`config.mk`:
```
export PLATFORM = sky130hd
export DESIGN_NAME = serial_out1_mixer
export DESIGN_NICKNAME = d
export VERILOG_FILES = /design/src/verilog/mixer_pkg.sv /design/src/verilog/serial_out1_mixer.sv /design/src/verilog/sample_skid_buffer.sv
export SDC_FILE = /design/constraint.sdc
export NUM_CORES = 2
export LEC_CHECK = 0
export ABC_AREA = 1
export BUFFER_PORTS_ARGS = -buffer_cell sky130_fd_sc_hd__buf_4
export CORE_ASPECT_RATIO = 1.75
export CORE_MARGIN = 8
export CORE_UTILIZATION = 50
export CTS_CLUSTER_DIAMETER = 40
export DETAILED_ROUTE_END_ITERATION = 8
export PLACE_DENSITY = 0.78
export SLEW_MARGIN = 20
export SYNTH_ARGS = -nofsm -noshare
export SYNTH_HDL_FRONTEND = slang
export SYNTH_SLANG_ARGS = --single-unit
```
`constraint.sdc`:
```
create_clock -name CLK_IN -period 18.2 [get_ports CLK_IN]
set_clock_uncertainty 0.05 [all_clocks]
set_input_delay 3.64 -clock CLK_IN [delete_from_list [all_inputs] [get_ports CLK_IN]]
set_output_delay 3.64 -clock CLK_IN [all_outputs]
set_load 0.005 [all_outputs]
```
`src/verilog/mixer_pkg.sv`:
```
package mixer_pkg;

   // Data path sizes
   localparam int SRC_COUNT = 7;
   localparam int SAMPLE_W = 24;
   localparam int GAIN_W = 5;
   localparam int MASK_W = 7;
   localparam int LIN_W = 16;
   localparam int GAIN_FRAC = 14;
   localparam int ACC_W = 30;
   localparam int PROD_W = 41;
   localparam int AXI_ADDR_W = 12;

   // Source bit positions in a source mask
   localparam int SRC_F1L = 0;
   localparam int SRC_F1R = 1;
   localparam int SRC_F2L = 2;
   localparam int SRC_F2R = 3;
   localparam int SRC_TONE = 4;
   localparam int SRC_RXL = 5;
   localparam int SRC_RXR = 6;

   // Register indices; byte address is four times the index
   localparam logic [7:0] LEFT_F2R_GAIN_IDX = 8'h60;
   localparam logic [7:0] LEFT_TONE_GAIN_IDX = 8'h61;
   localparam logic [7:0] LEFT_RXL_GAIN_IDX = 8'h62;
   localparam logic [7:0] LEFT_RXR_GAIN_IDX = 8'h63;
   localparam logic [7:0] RIGHT_MASK_IDX = 8'h64;
   localparam logic [7:0] RIGHT_F1L_GAIN_IDX = 8'h65;
   localparam logic [7:0] RIGHT_F1R_GAIN_IDX = 8'h66;
   localparam logic [7:0] RIGHT_F2L_GAIN_IDX = 8'h67;
   localparam logic [7:0] RIGHT_F2R_GAIN_IDX = 8'h68;
   localparam logic [7:0] RIGHT_TONE_GAIN_IDX = 8'h69;
   localparam logic [7:0] RIGHT_RXL_GAIN_IDX = 8'h6a;
   localparam logic [7:0] LEFT_MASK_IDX = 8'h70;
   localparam logic [7:0] STATUS_IDX = 8'h71;
   localparam logic [7:0] NO_REG_IDX = 8'hff;

   // Path gain register per source, NO_REG_IDX where the path is fixed
   localparam logic [7:0] LEFT_GAIN_IDX [SRC_COUNT] = '{NO_REG_IDX, NO_REG_IDX, NO_REG_IDX,
      LEFT_F2R_GAIN_IDX, LEFT_TONE_GAIN_IDX, LEFT_RXL_GAIN_IDX, LEFT_RXR_GAIN_IDX};
   localparam logic [7:0] RIGHT_GAIN_IDX [SRC_COUNT] = '{RIGHT_F1L_GAIN_IDX, RIGHT_F1R_GAIN_IDX,
      RIGHT_F2L_GAIN_IDX, RIGHT_F2R_GAIN_IDX, RIGHT_TONE_GAIN_IDX, RIGHT_RXL_GAIN_IDX, NO_REG_IDX};

   // Reset values
   localparam logic [GAIN_W-1:0] GAIN_RESET = 5'h1c;
   localparam logic [MASK_W-1:0] RIGHT_MASK_RESET = 7'h04;
   localparam logic [MASK_W-1:0] LEFT_MASK_RESET = 7'h78;

   // Status bits
   localparam int ST_LEFT_CLIP = 0;
   localparam int ST_RIGHT_CLIP = 1;
   localparam int ST_OVERRUN = 2;
   localparam int ST_BUSY = 3;
   localparam int ST_BUF_FULL = 4;
   localparam int ST_STICKY_W = 3;

   // Bus responses
   localparam logic [1:0] RESP_OKAY = 2'h0;
   localparam logic [1:0] RESP_SLVERR = 2'h2;

   // Linear gain, unity = 2^14, steps of 1.5 dB from -42 dB to +4.5 dB
   localparam logic [LIN_W-1:0] GAIN_TABLE [32] = '{
      16'h0082, 16'h009b, 16'h00b8, 16'h00da, 16'h0104, 16'h0135, 16'h016f, 16'h01b4,
      16'h0206, 16'h0268, 16'h02dc, 16'h0366, 16'h040a, 16'h04cd, 16'h05b4, 16'h06c7,
      16'h080f, 16'h0993, 16'h0b62, 16'h0d87, 16'h1013, 16'h131b, 16'h16b5, 16'h1aed,
      16'h2013, 16'h261f, 16'h2d4f, 16'h35da, 16'h4000, 16'h4c11, 16'h5a67, 16'h6b72};

   typedef logic signed [SAMPLE_W-1:0] sample_t;

   typedef struct packed {
      logic [SRC_COUNT-1:0][SAMPLE_W-1:0] src;
   } source_set_t;

   typedef struct packed {
      logic [SAMPLE_W-1:0] left;
      logic [SAMPLE_W-1:0] right;
   } stereo_t;

   typedef enum logic [1:0] {MIX_IDLE, MIX_ACCUM, MIX_PUSH} mix_state_t;

endpackage

```
`src/verilog/serial_out1_mixer.sv`:
```
// Operation
// - Four left-stream paths each own 5-bit gain
// - Gain code steps 1.5 dB, 0x1c is unity
// - Every gain field resets to 0x1c
// - Six right-stream paths have separate gains
// - Right source mask is 7 bits, fixed layout
// - Cleared mask bit drops that source
// - Set mask bit adds source times gain
// - Right source mask resets to 0x4
module serial_out1_mixer (
   // Clock and reset
   input wire logic CLK_IN,
   input wire logic RST_B_IN,
   // Register bus, write address and data
   input wire logic [mixer_pkg::AXI_ADDR_W-1:0] AXI_AWADDR_IN,
   input wire logic AXI_AWVALID_IN,
   output logic AXI_AWREADY_OUT,
   input wire logic [31:0] AXI_WDATA_IN,
   input wire logic [3:0] AXI_WSTRB_IN,
   input wire logic AXI_WVALID_IN,
   output logic AXI_WREADY_OUT,
   // Register bus, write response
   output logic [1:0] AXI_BRESP_OUT,
   output logic AXI_BVALID_OUT,
   input wire logic AXI_BREADY_IN,
   // Register bus, read
   input wire logic [mixer_pkg::AXI_ADDR_W-1:0] AXI_ARADDR_IN,
   input wire logic AXI_ARVALID_IN,
   output logic AXI_ARREADY_OUT,
   output logic [31:0] AXI_RDATA_OUT,
   output logic [1:0] AXI_RRESP_OUT,
   output logic AXI_RVALID_OUT,
   input wire logic AXI_RREADY_IN,
   // Source samples
   input wire logic SAMPLE_STROBE_IN,
   input wire mixer_pkg::source_set_t SOURCES_IN,
   // Output stream
   output logic TX_VALID_OUT,
   input wire logic TX_READY_IN,
   output mixer_pkg::stereo_t TX_DATA_OUT
);
   localparam int SC = mixer_pkg::SRC_COUNT;
   localparam int GW = mixer_pkg::GAIN_W;
   localparam int MW = mixer_pkg::MASK_W;
   // Bus state
   logic aw_held, w_held, awready, wready, bvalid, arready, rvalid;
   logic next_aw_held, next_w_held, next_awready, next_wready, next_bvalid, next_arready, next_rvalid;
   logic [mixer_pkg::AXI_ADDR_W-1:0] aw_addr, next_aw_addr;
   logic [31:0] w_data, next_w_data, rdata, next_rdata;
   logic w_strb0, next_w_strb0;
   logic [1:0] bresp, next_bresp, rresp, next_rresp;
   logic do_write, wr_hit, rd_hit;
   logic [7:0] wr_idx, rd_idx;
   logic [31:0] rd_word;
   // Register state
   logic [GW-1:0] gain_l [SC];
   logic [GW-1:0] gain_r [SC];
   logic [GW-1:0] next_gain_l [SC];
   logic [GW-1:0] next_gain_r [SC];
   logic [MW-1:0] mask_l, mask_r, next_mask_l, next_mask_r;
   logic [mixer_pkg::ST_STICKY_W-1:0] sticky, next_sticky, sticky_set;
   logic [SC-1:0] wr_gain_l, wr_gain_r;
   // Mixer state
   mixer_pkg::mix_state_t state, next_state;
   logic [2:0] src_idx, next_src_idx;
   mixer_pkg::source_set_t held_src, next_held_src;
   logic signed [mixer_pkg::ACC_W-1:0] acc_l, acc_r, next_acc_l, next_acc_r;
   logic signed [mixer_pkg::PROD_W-1:0] prod_l, prod_r, term_l, term_r;
   mixer_pkg::sample_t cur_sample;
   logic [mixer_pkg::SAMPLE_W-1:0] sat_l, sat_r;
   logic clip_l, clip_r;
   logic buf_ready, buf_valid;
   mixer_pkg::stereo_t buf_data;
   // Per-path gain write decode
   generate
      for (genvar s = 0; s < SC; s++) begin : g_path
         assign wr_gain_l[s] = do_write && w_strb0 && mixer_pkg::LEFT_GAIN_IDX[s] != mixer_pkg::NO_REG_IDX
            && wr_idx == mixer_pkg::LEFT_GAIN_IDX[s];
         assign wr_gain_r[s] = do_write && w_strb0 && mixer_pkg::RIGHT_GAIN_IDX[s] != mixer_pkg::NO_REG_IDX
            && wr_idx == mixer_pkg::RIGHT_GAIN_IDX[s];
      end
   endgenerate
   function automatic logic idx_mapped(input logic [mixer_pkg::AXI_ADDR_W-1:0] a);
      logic [7:0] i;
      i = a[9:2];
      idx_mapped = a[11:10] == 2'h0 && ((i >= mixer_pkg::LEFT_F2R_GAIN_IDX && i <= mixer_pkg::RIGHT_RXL_GAIN_IDX)
         || i == mixer_pkg::LEFT_MASK_IDX || i == mixer_pkg::STATUS_IDX);
   endfunction
   // Register bus slave
   always_comb begin
      wr_idx = aw_addr[9:2];
      wr_hit = idx_mapped(aw_addr);
      rd_idx = AXI_ARADDR_IN[9:2];
      rd_hit = idx_mapped(AXI_ARADDR_IN);
      next_aw_held = aw_held;
      next_w_held = w_held;
      next_aw_addr = aw_addr;
      next_w_data = w_data;
      next_w_strb0 = w_strb0;
      next_bvalid = bvalid;
      next_bresp = bresp;
      next_rvalid = rvalid;
      next_rdata = rdata;
      next_rresp = rresp;
      if (AXI_AWVALID_IN && awready) begin
         next_aw_held = 1'b1;
         next_aw_addr = AXI_AWADDR_IN;
      end
      if (AXI_WVALID_IN && wready) begin
         next_w_held = 1'b1;
         next_w_data = AXI_WDATA_IN;
         next_w_strb0 = AXI_WSTRB_IN[0];
      end
      if (bvalid && AXI_BREADY_IN) begin
         next_bvalid = 1'b0;
      end
      do_write = aw_held && w_held && !bvalid;
      if (do_write) begin
         next_aw_held = 1'b0;
         next_w_held = 1'b0;
         next_bvalid = 1'b1;
         next_bresp = wr_hit ? mixer_pkg::RESP_OKAY : mixer_pkg::RESP_SLVERR;
      end
      if (rvalid && AXI_RREADY_IN) begin
         next_rvalid = 1'b0;
      end
      if (AXI_ARVALID_IN && arready) begin
         next_rvalid = 1'b1;
         next_rdata = rd_word;
         next_rresp = rd_hit ? mixer_pkg::RESP_OKAY : mixer_pkg::RESP_SLVERR;
      end
      next_awready = !next_aw_held && !next_bvalid;
      next_wready = !next_w_held && !next_bvalid;
      next_arready = !next_rvalid;
   end

   always_ff @(posedge CLK_IN) begin
      if (!RST_B_IN) begin
         aw_held <= 1'b0;
         w_held <= 1'b0;
         aw_addr <= '0;
         w_data <= '0;
         w_strb0 <= 1'b0;
         awready <= 1'b1;
         wready <= 1'b1;
         bvalid <= 1'b0;
         bresp <= mixer_pkg::RESP_OKAY;
         arready <= 1'b1;
         rvalid <= 1'b0;
         rdata <= '0;
         rresp <= mixer_pkg::RESP_OKAY;
      end else begin
         aw_held <= next_aw_held;
         w_held <= next_w_held;
         aw_addr <= next_aw_addr;
         w_data <= next_w_data;
         w_strb0 <= next_w_strb0;
         awready <= next_awready;
         wready <= next_wready;
         bvalid <= next_bvalid;
         bresp <= next_bresp;
         arready <= next_arready;
         rvalid <= next_rvalid;
         rdata <= next_rdata;
         rresp <= next_rresp;
      end
   end
   // Read data select
   always_comb begin
      rd_word = '0;
      for (int s = 0; s < SC; s++) begin
         if (mixer_pkg::LEFT_GAIN_IDX[s] != mixer_pkg::NO_REG_IDX && rd_idx == mixer_pkg::LEFT_GAIN_IDX[s]) begin
            rd_word[GW-1:0] = gain_l[s];
         end
         if (mixer_pkg::RIGHT_GAIN_IDX[s] != mixer_pkg::NO_REG_IDX && rd_idx == mixer_pkg::RIGHT_GAIN_IDX[s]) begin
            rd_word[GW-1:0] = gain_r[s];
         end
      end
      if (rd_idx == mixer_pkg::RIGHT_MASK_IDX) begin
         rd_word[MW-1:0] = mask_r;
      end
      if (rd_idx == mixer_pkg::LEFT_MASK_IDX) begin
         rd_word[MW-1:0] = mask_l;
      end
      if (rd_idx == mixer_pkg::STATUS_IDX) begin
         rd_word[mixer_pkg::ST_STICKY_W-1:0] = sticky;
         rd_word[mixer_pkg::ST_BUSY] = state != mixer_pkg::MIX_IDLE;
         rd_word[mixer_pkg::ST_BUF_FULL] = !buf_ready;
      end
      if (!rd_hit) begin
         rd_word = '0;
      end
   end
   // Control registers
   always_comb begin
      next_gain_l = gain_l;
      next_gain_r = gain_r;
      next_mask_l = mask_l;
      next_mask_r = mask_r;
      for (int s = 0; s < SC; s++) begin
         if (wr_gain_l[s]) begin
            next_gain_l[s] = w_data[GW-1:0];
         end
         if (wr_gain_r[s]) begin
            next_gain_r[s] = w_data[GW-1:0];
         end
      end
      if (do_write && w_strb0 && wr_idx == mixer_pkg::RIGHT_MASK_IDX) begin
         next_mask_r = w_data[MW-1:0];
      end
      if (do_write && w_strb0 && wr_idx == mixer_pkg::LEFT_MASK_IDX) begin
         next_mask_l = w_data[MW-1:0];
      end
      next_sticky = sticky;
      if (do_write && w_strb0 && wr_idx == mixer_pkg::STATUS_IDX) begin
         next_sticky = sticky & ~w_data[mixer_pkg::ST_STICKY_W-1:0];
      end
      next_sticky = next_sticky | sticky_set;
   end

   always_ff @(posedge CLK_IN) begin
      if (!RST_B_IN) begin
         for (int s = 0; s < SC; s++) begin
            gain_l[s] <= mixer_pkg::GAIN_RESET;
            gain_r[s] <= mixer_pkg::GAIN_RESET;
         end
         mask_r <= mixer_pkg::RIGHT_MASK_RESET;
         mask_l <= mixer_pkg::LEFT_MASK_RESET;
         sticky <= '0;
      end else begin
         gain_l <= next_gain_l;
         gain_r <= next_gain_r;
         mask_r <= next_mask_r;
         mask_l <= next_mask_l;
         sticky <= next_sticky;
      end
   end

   function automatic logic [mixer_pkg::SAMPLE_W:0] saturate(input logic signed [mixer_pkg::ACC_W-1:0] a);
      logic signed [mixer_pkg::ACC_W-1:0] hi, lo;
      hi = mixer_pkg::ACC_W'({1'b0, {(mixer_pkg::SAMPLE_W-1){1'b1}}});
      lo = -hi - mixer_pkg::ACC_W'(1);
      if (a > hi) begin
         saturate = {1'b1, hi[mixer_pkg::SAMPLE_W-1:0]};
      end else if (a < lo) begin
         saturate = {1'b1, lo[mixer_pkg::SAMPLE_W-1:0]};
      end else begin
         saturate = {1'b0, a[mixer_pkg::SAMPLE_W-1:0]};
      end
   endfunction
   // Sample mixer
   always_comb begin
      cur_sample = mixer_pkg::sample_t'(held_src.src[src_idx]);
      prod_l = cur_sample * $signed({1'b0, mixer_pkg::GAIN_TABLE[gain_l[src_idx]]});
      prod_r = cur_sample * $signed({1'b0, mixer_pkg::GAIN_TABLE[gain_r[src_idx]]});
      term_l = mask_l[src_idx] ? prod_l >>> mixer_pkg::GAIN_FRAC : $signed(mixer_pkg::PROD_W'(0));
      term_r = mask_r[src_idx] ? prod_r >>> mixer_pkg::GAIN_FRAC : $signed(mixer_pkg::PROD_W'(0));
      {clip_l, sat_l} = saturate(acc_l);
      {clip_r, sat_r} = saturate(acc_r);
      buf_valid = state == mixer_pkg::MIX_PUSH;
      buf_data = '{left: sat_l, right: sat_r};
      next_state = state;
      next_src_idx = src_idx;
      next_held_src = held_src;
      next_acc_l = acc_l;
      next_acc_r = acc_r;
      sticky_set = '0;
      case (state)
         mixer_pkg::MIX_IDLE: begin
            if (SAMPLE_STROBE_IN) begin
               next_held_src = SOURCES_IN;
               next_acc_l = '0;
               next_acc_r = '0;
               next_src_idx = '0;
               next_state = mixer_pkg::MIX_ACCUM;
            end
         end
         mixer_pkg::MIX_ACCUM: begin
            next_acc_l = acc_l + term_l[mixer_pkg::ACC_W-1:0];
            next_acc_r = acc_r + term_r[mixer_pkg::ACC_W-1:0];
            next_src_idx = src_idx + 3'h1;
            if (src_idx == 3'(SC - 1)) begin
               next_state = mixer_pkg::MIX_PUSH;
            end
         end
         mixer_pkg::MIX_PUSH: begin
            if (buf_ready) begin
               sticky_set[mixer_pkg::ST_LEFT_CLIP] = clip_l;
               sticky_set[mixer_pkg::ST_RIGHT_CLIP] = clip_r;
               next_state = mixer_pkg::MIX_IDLE;
            end
         end
         default: begin
            next_state = mixer_pkg::MIX_IDLE;
         end
      endcase
      if (SAMPLE_STROBE_IN && state != mixer_pkg::MIX_IDLE) begin
         sticky_set[mixer_pkg::ST_OVERRUN] = 1'b1;
      end
   end

   always_ff @(posedge CLK_IN) begin
      if (!RST_B_IN) begin
         state <= mixer_pkg::MIX_IDLE;
         src_idx <= '0;
         held_src <= '0;
         acc_l <= '0;
         acc_r <= '0;
      end else begin
         state <= next_state;
         src_idx <= next_src_idx;
         held_src <= next_held_src;
         acc_l <= next_acc_l;
         acc_r <= next_acc_r;
      end
   end
   sample_skid_buffer u_out_buffer (
      .clk_in(CLK_IN),
      .rst_b_in(RST_B_IN),
      .in_valid_in(buf_valid),
      .in_ready_out(buf_ready),
      .in_data_in(buf_data),
      .out_valid_out(TX_VALID_OUT),
      .out_ready_in(TX_READY_IN),
      .out_data_out(TX_DATA_OUT)
   );
   assign AXI_AWREADY_OUT = awready;
   assign AXI_WREADY_OUT = wready;
   assign AXI_BVALID_OUT = bvalid;
   assign AXI_BRESP_OUT = bresp;
   assign AXI_ARREADY_OUT = arready;
   assign AXI_RVALID_OUT = rvalid;
   assign AXI_RDATA_OUT = rdata;
   assign AXI_RRESP_OUT = rresp;

endmodule

```
`src/verilog/sample_skid_buffer.sv`:
```
module sample_skid_buffer (
   // Clock and reset
   input wire logic clk_in,
   input wire logic rst_b_in,
   // Filling side
   input wire logic in_valid_in,
   output logic in_ready_out,
   input wire mixer_pkg::stereo_t in_data_in,
   // Draining side
   output logic out_valid_out,
   input wire logic out_ready_in,
   output mixer_pkg::stereo_t out_data_out
);

   logic head_v, tail_v, next_head_v, next_tail_v;
   mixer_pkg::stereo_t head, tail, next_head, next_tail;
   logic push, pop;

   always_comb begin
      push = in_valid_in && !tail_v;
      pop = head_v && out_ready_in;
      next_head_v = head_v;
      next_tail_v = tail_v;
      next_head = head;
      next_tail = tail;
      if (pop || !head_v) begin
         if (tail_v) begin
            next_head = tail;
            next_head_v = 1'b1;
            next_tail_v = 1'b0;
            if (push) begin
               next_tail = in_data_in;
               next_tail_v = 1'b1;
            end
         end else if (push) begin
            next_head = in_data_in;
            next_head_v = 1'b1;
         end else begin
            next_head_v = 1'b0;
         end
      end else if (push) begin
         next_tail = in_data_in;
         next_tail_v = 1'b1;
      end
   end

   always_ff @(posedge clk_in) begin
      if (!rst_b_in) begin
         head_v <= 1'b0;
         tail_v <= 1'b0;
         head <= '0;
         tail <= '0;
      end else begin
         head_v <= next_head_v;
         tail_v <= next_tail_v;
         head <= next_head;
         tail <= next_tail;
      end
   end

   assign in_ready_out = !tail_v;
   assign out_valid_out = head_v;
   assign out_data_out = head;

endmodule

```
==> metrics.cfg <==
[run_status]
status = complete, no violations

[final_layout]
syn_to_final_growth_pct = 8.05
fillers = 9305
drive_gt1_frac = 0.0778
fin_cells = 8060
final_core_util = 0.544
final_cell_mix = inv_1 (1295), nor2_1 (1051), nand2_1 (1010)
nets = 7936
final_common_cell = inv_1

[power]
p_comb_frac = 0.575
pwr-share-seq = 0.235
pwr-share-clk = 0.190
power_leakage_nw = 27.0
p_sw_w = 0.00213
peakVddDrop_mv = 0.114
power_density_nw_per_um2 = 82.3
p_int_w = 0.00225
p_sw_frac = 0.486

[logic_synthesis]
yosysWarningCount = 0
yosysSeqAreaShare = 0.176
ys_ff_latch = 432
synth_top_family_by_area = adder cells
synthMuxAreaShare = 0
syn_inst = 6644
synth_edf_count = 0
yosys.area_share.simple = 0.183
synth_top_area_frac = 0.286
netlist_area_um2 = 49200
ys_async_sr_fraction = 0
synth_compound_area_frac = 0.147
yosysTopAreaCell = fa_1
synthAdderAreaFrac = 0.355
synthXorXnorAreaFrac = 0.00499
synth_area_leaders = fa_1 (29%), dfxtp_1 (18%), inv_1 (9.9%)
ys.flop_type = dfxtp_1
avgSynthCellArea_um2 = 7.40
yosysUniqueCellTypes = 66

[min_path]
hold_path_class = reg -> reg

[setup_path]
critical_path.startpoint_type = flop
cp-end-kind = flop
crit_path_start = src_idx[1]
r2r_end = acc_l[28]
critPathArrivalTime_ns = 12.01
worst_ep_required_time_ns = 18.64
regToRegSetupSlack_ns = 6.63
slowest_delay_ns = 0.67
worst-r2r-cell-count = 48
worstSetupPathType = reg -> reg
endpoint = acc_l[28]
worstPathMaxFanout = 29
r2r_start = src_idx[1]
cp_slowest_cell = dfxtp_1
cpMostUsedCell = nand2_1

[timing]
fin_tns_setup_ns = 0
rsz0062_at_grt = no
finalSetupViolCount = 0
slew-limit-headroom = 0.260
clock.fmax_mhz = 86.4
slew_viol_final = 0
period_needed_ns = 11.57
timing.hold.ws_ns = 0.406
setup_ws_ns = 6.63
timing.final.crit_share = 0.636
hold_viol_final = 0
worstMarginPinSlew_ns = 1.10

[floorplanning]
rows = 152
core_area_um2 = 97800
ioPinCount = 327
die_w_um = 253
die_area_um2 = 109000
initial_core_util = 0.503
die_h_um = 431

[global_routing]
grt_pass1_vias = 46100
grt_max_degree = 136
antenna_found_initial = 3
grt_remaining_overflow = 0
grt_pass1_wl_um = 246000
grt_util_all_layers = 0.284

[clock_network]
clkSinkCount = 432
cts_hold_buf = 0
cts_resized = 0
clk_latency_ns = 0.59
cts_setup_buffers = 0
htree_levels = 2
cts_tree = done
cts_buffer_depth = 3
cts_inserted_buffers = 38
cts_root_buf = clkbuf_16
clkTransAtPathRegs_ns = 0.07

[placed_design]
dp_slack_ns = 6.79
dp.cells = 7995
globalplace.congestion = 1.00
port_buffers = 267
dp_hpwl_um = 121000

[detailed_routing]
drtIter0Drc = 3369
drt_wl_total_um = 155000
vias_per_cell = 5.54
antenna_left = 0
first_pass_iters = 7
wire_per_inst_um = 19.3
vias = 44700
drc = 0

[flow_run]
maxCapViolCount = 0

[state kept, by name (all words and copies together), names as in the netlist, 2 cells and up]
| name | flops |
|---|---|
| held_src | 168 |
| u_out_buffer.out_data_out | 48 |
| u_out_buffer.tail | 48 |
| acc_l | 30 |
| acc_r | 30 |
| gain_r | 30 |
| gain_l | 20 |
| aw_addr | 10 |
| AXI_RDATA_OUT | 7 |
| mask_l | 7 |
| mask_r | 7 |
| w_data | 7 |
| src_idx | 3 |
| sticky | 3 |
| state | 2 |
[critical path, delay by kind of cell, from the launching register on]
family / cells / cell delay [ns]
buf+inv: 9 / 1.14
simple gates: 18 / 3.37
flops: 1 / 0.67
fa+ha+maj: 9 / 3.73
compound gates: 12 / 2.50
[cell type report]
class,count,area [um2],area share
diodes,3,7.51,0.000141
clock buffers,47,1040,0.0195
clock inverters,15,184,0.00346
inverters,1348,5070,0.0954
multi-input cells,4576,34100,0.641
flip-flops and latches,432,8650,0.163
well taps,1309,1640,0.0308
repair buffers,330,2480,0.0467
[synthesized netlist by cell type (all sizes together) (2+ instances only)]
cell / n
a211oi: 4
a21boi: 7
a21o: 10
a21oi: 497
a221oi: 4
a22oi: 44
a311oi: 2
a31o: 2
a31oi: 29
a32oi: 3
buf: 134
clkbuf: 180
clkinv: 7
dfxtp: 432
fa: 702
ha: 271
inv: 1341
nand2: 1026
nand3: 102
nand3b: 5
nand4: 21
nor2: 1060
nor3: 28
nor3b: 3
nor4: 10
o2111ai: 5
o211ai: 45
o21a: 14
o21ai: 506
o21bai: 11
o221ai: 32
o22a: 23
o22ai: 21
o311ai: 2
o31ai: 3
o41ai: 2
or2: 24
xnor2: 9
xor2: 19
[per-layer routing]
layer / global-route usage / up-vias / wire (um)
li1: - / 20500 / -
met1: 0.300 / 21500 / 53300
met2: 0.505 / 1934 / 77500
met3: 0.0422 / 682 / 10500
met4: 0.211 / 2 / 14000
met5: 0 / - / 11
[power by group through the flow]
stage          sequential, W  clock, W  combinational [W]
2_1_floorplan        0.00104         0            0.00166
3_3_place_gp         0.00105         0            0.00243
3_5_place_dp         0.00105         0            0.00245
4_1_cts              0.00103  0.000838            0.00248
5_1_grt              0.00103  0.000872            0.00280
6_report             0.00103  0.000830            0.00252
[per-stage QoR]
step	cell area [um2]	total power, W
after CTS	53100	0.00434
final	53100	0.00437
after floorplan	49300	0.00270
after global routing	53100	0.00471
after global placement	51900	0.00348
after detailed placement	51900	0.00350
[worst min-delay path by stage]
stage	from	endpoint	slack, ns	cells past startpoint
after global routing	held_src[131]	held_src[131]	0.42	2
final	held_src[163]	held_src[163]	0.41	2
after detailed placement	held_src[160]	held_src[160]	0.39	2
after CTS	held_src[150]	held_src[150]	0.40	2
after floorplan	held_src[146]	held_src[146]	0.37	2
after global placement	held_src[161]	held_src[161]	0.39	2
[kinds of logic (layout without fill, tap and decap cells)]
family,after synthesis,count (layout)
xor+xnor,28,28
compound gates,1268,1268
buf+inv,1662,1740
fa+ha+maj,973,973
other cells,1,30
flops,432,432
simple gates,2280,2280
No activity file was read; power rests on OpenSTA's default activity.
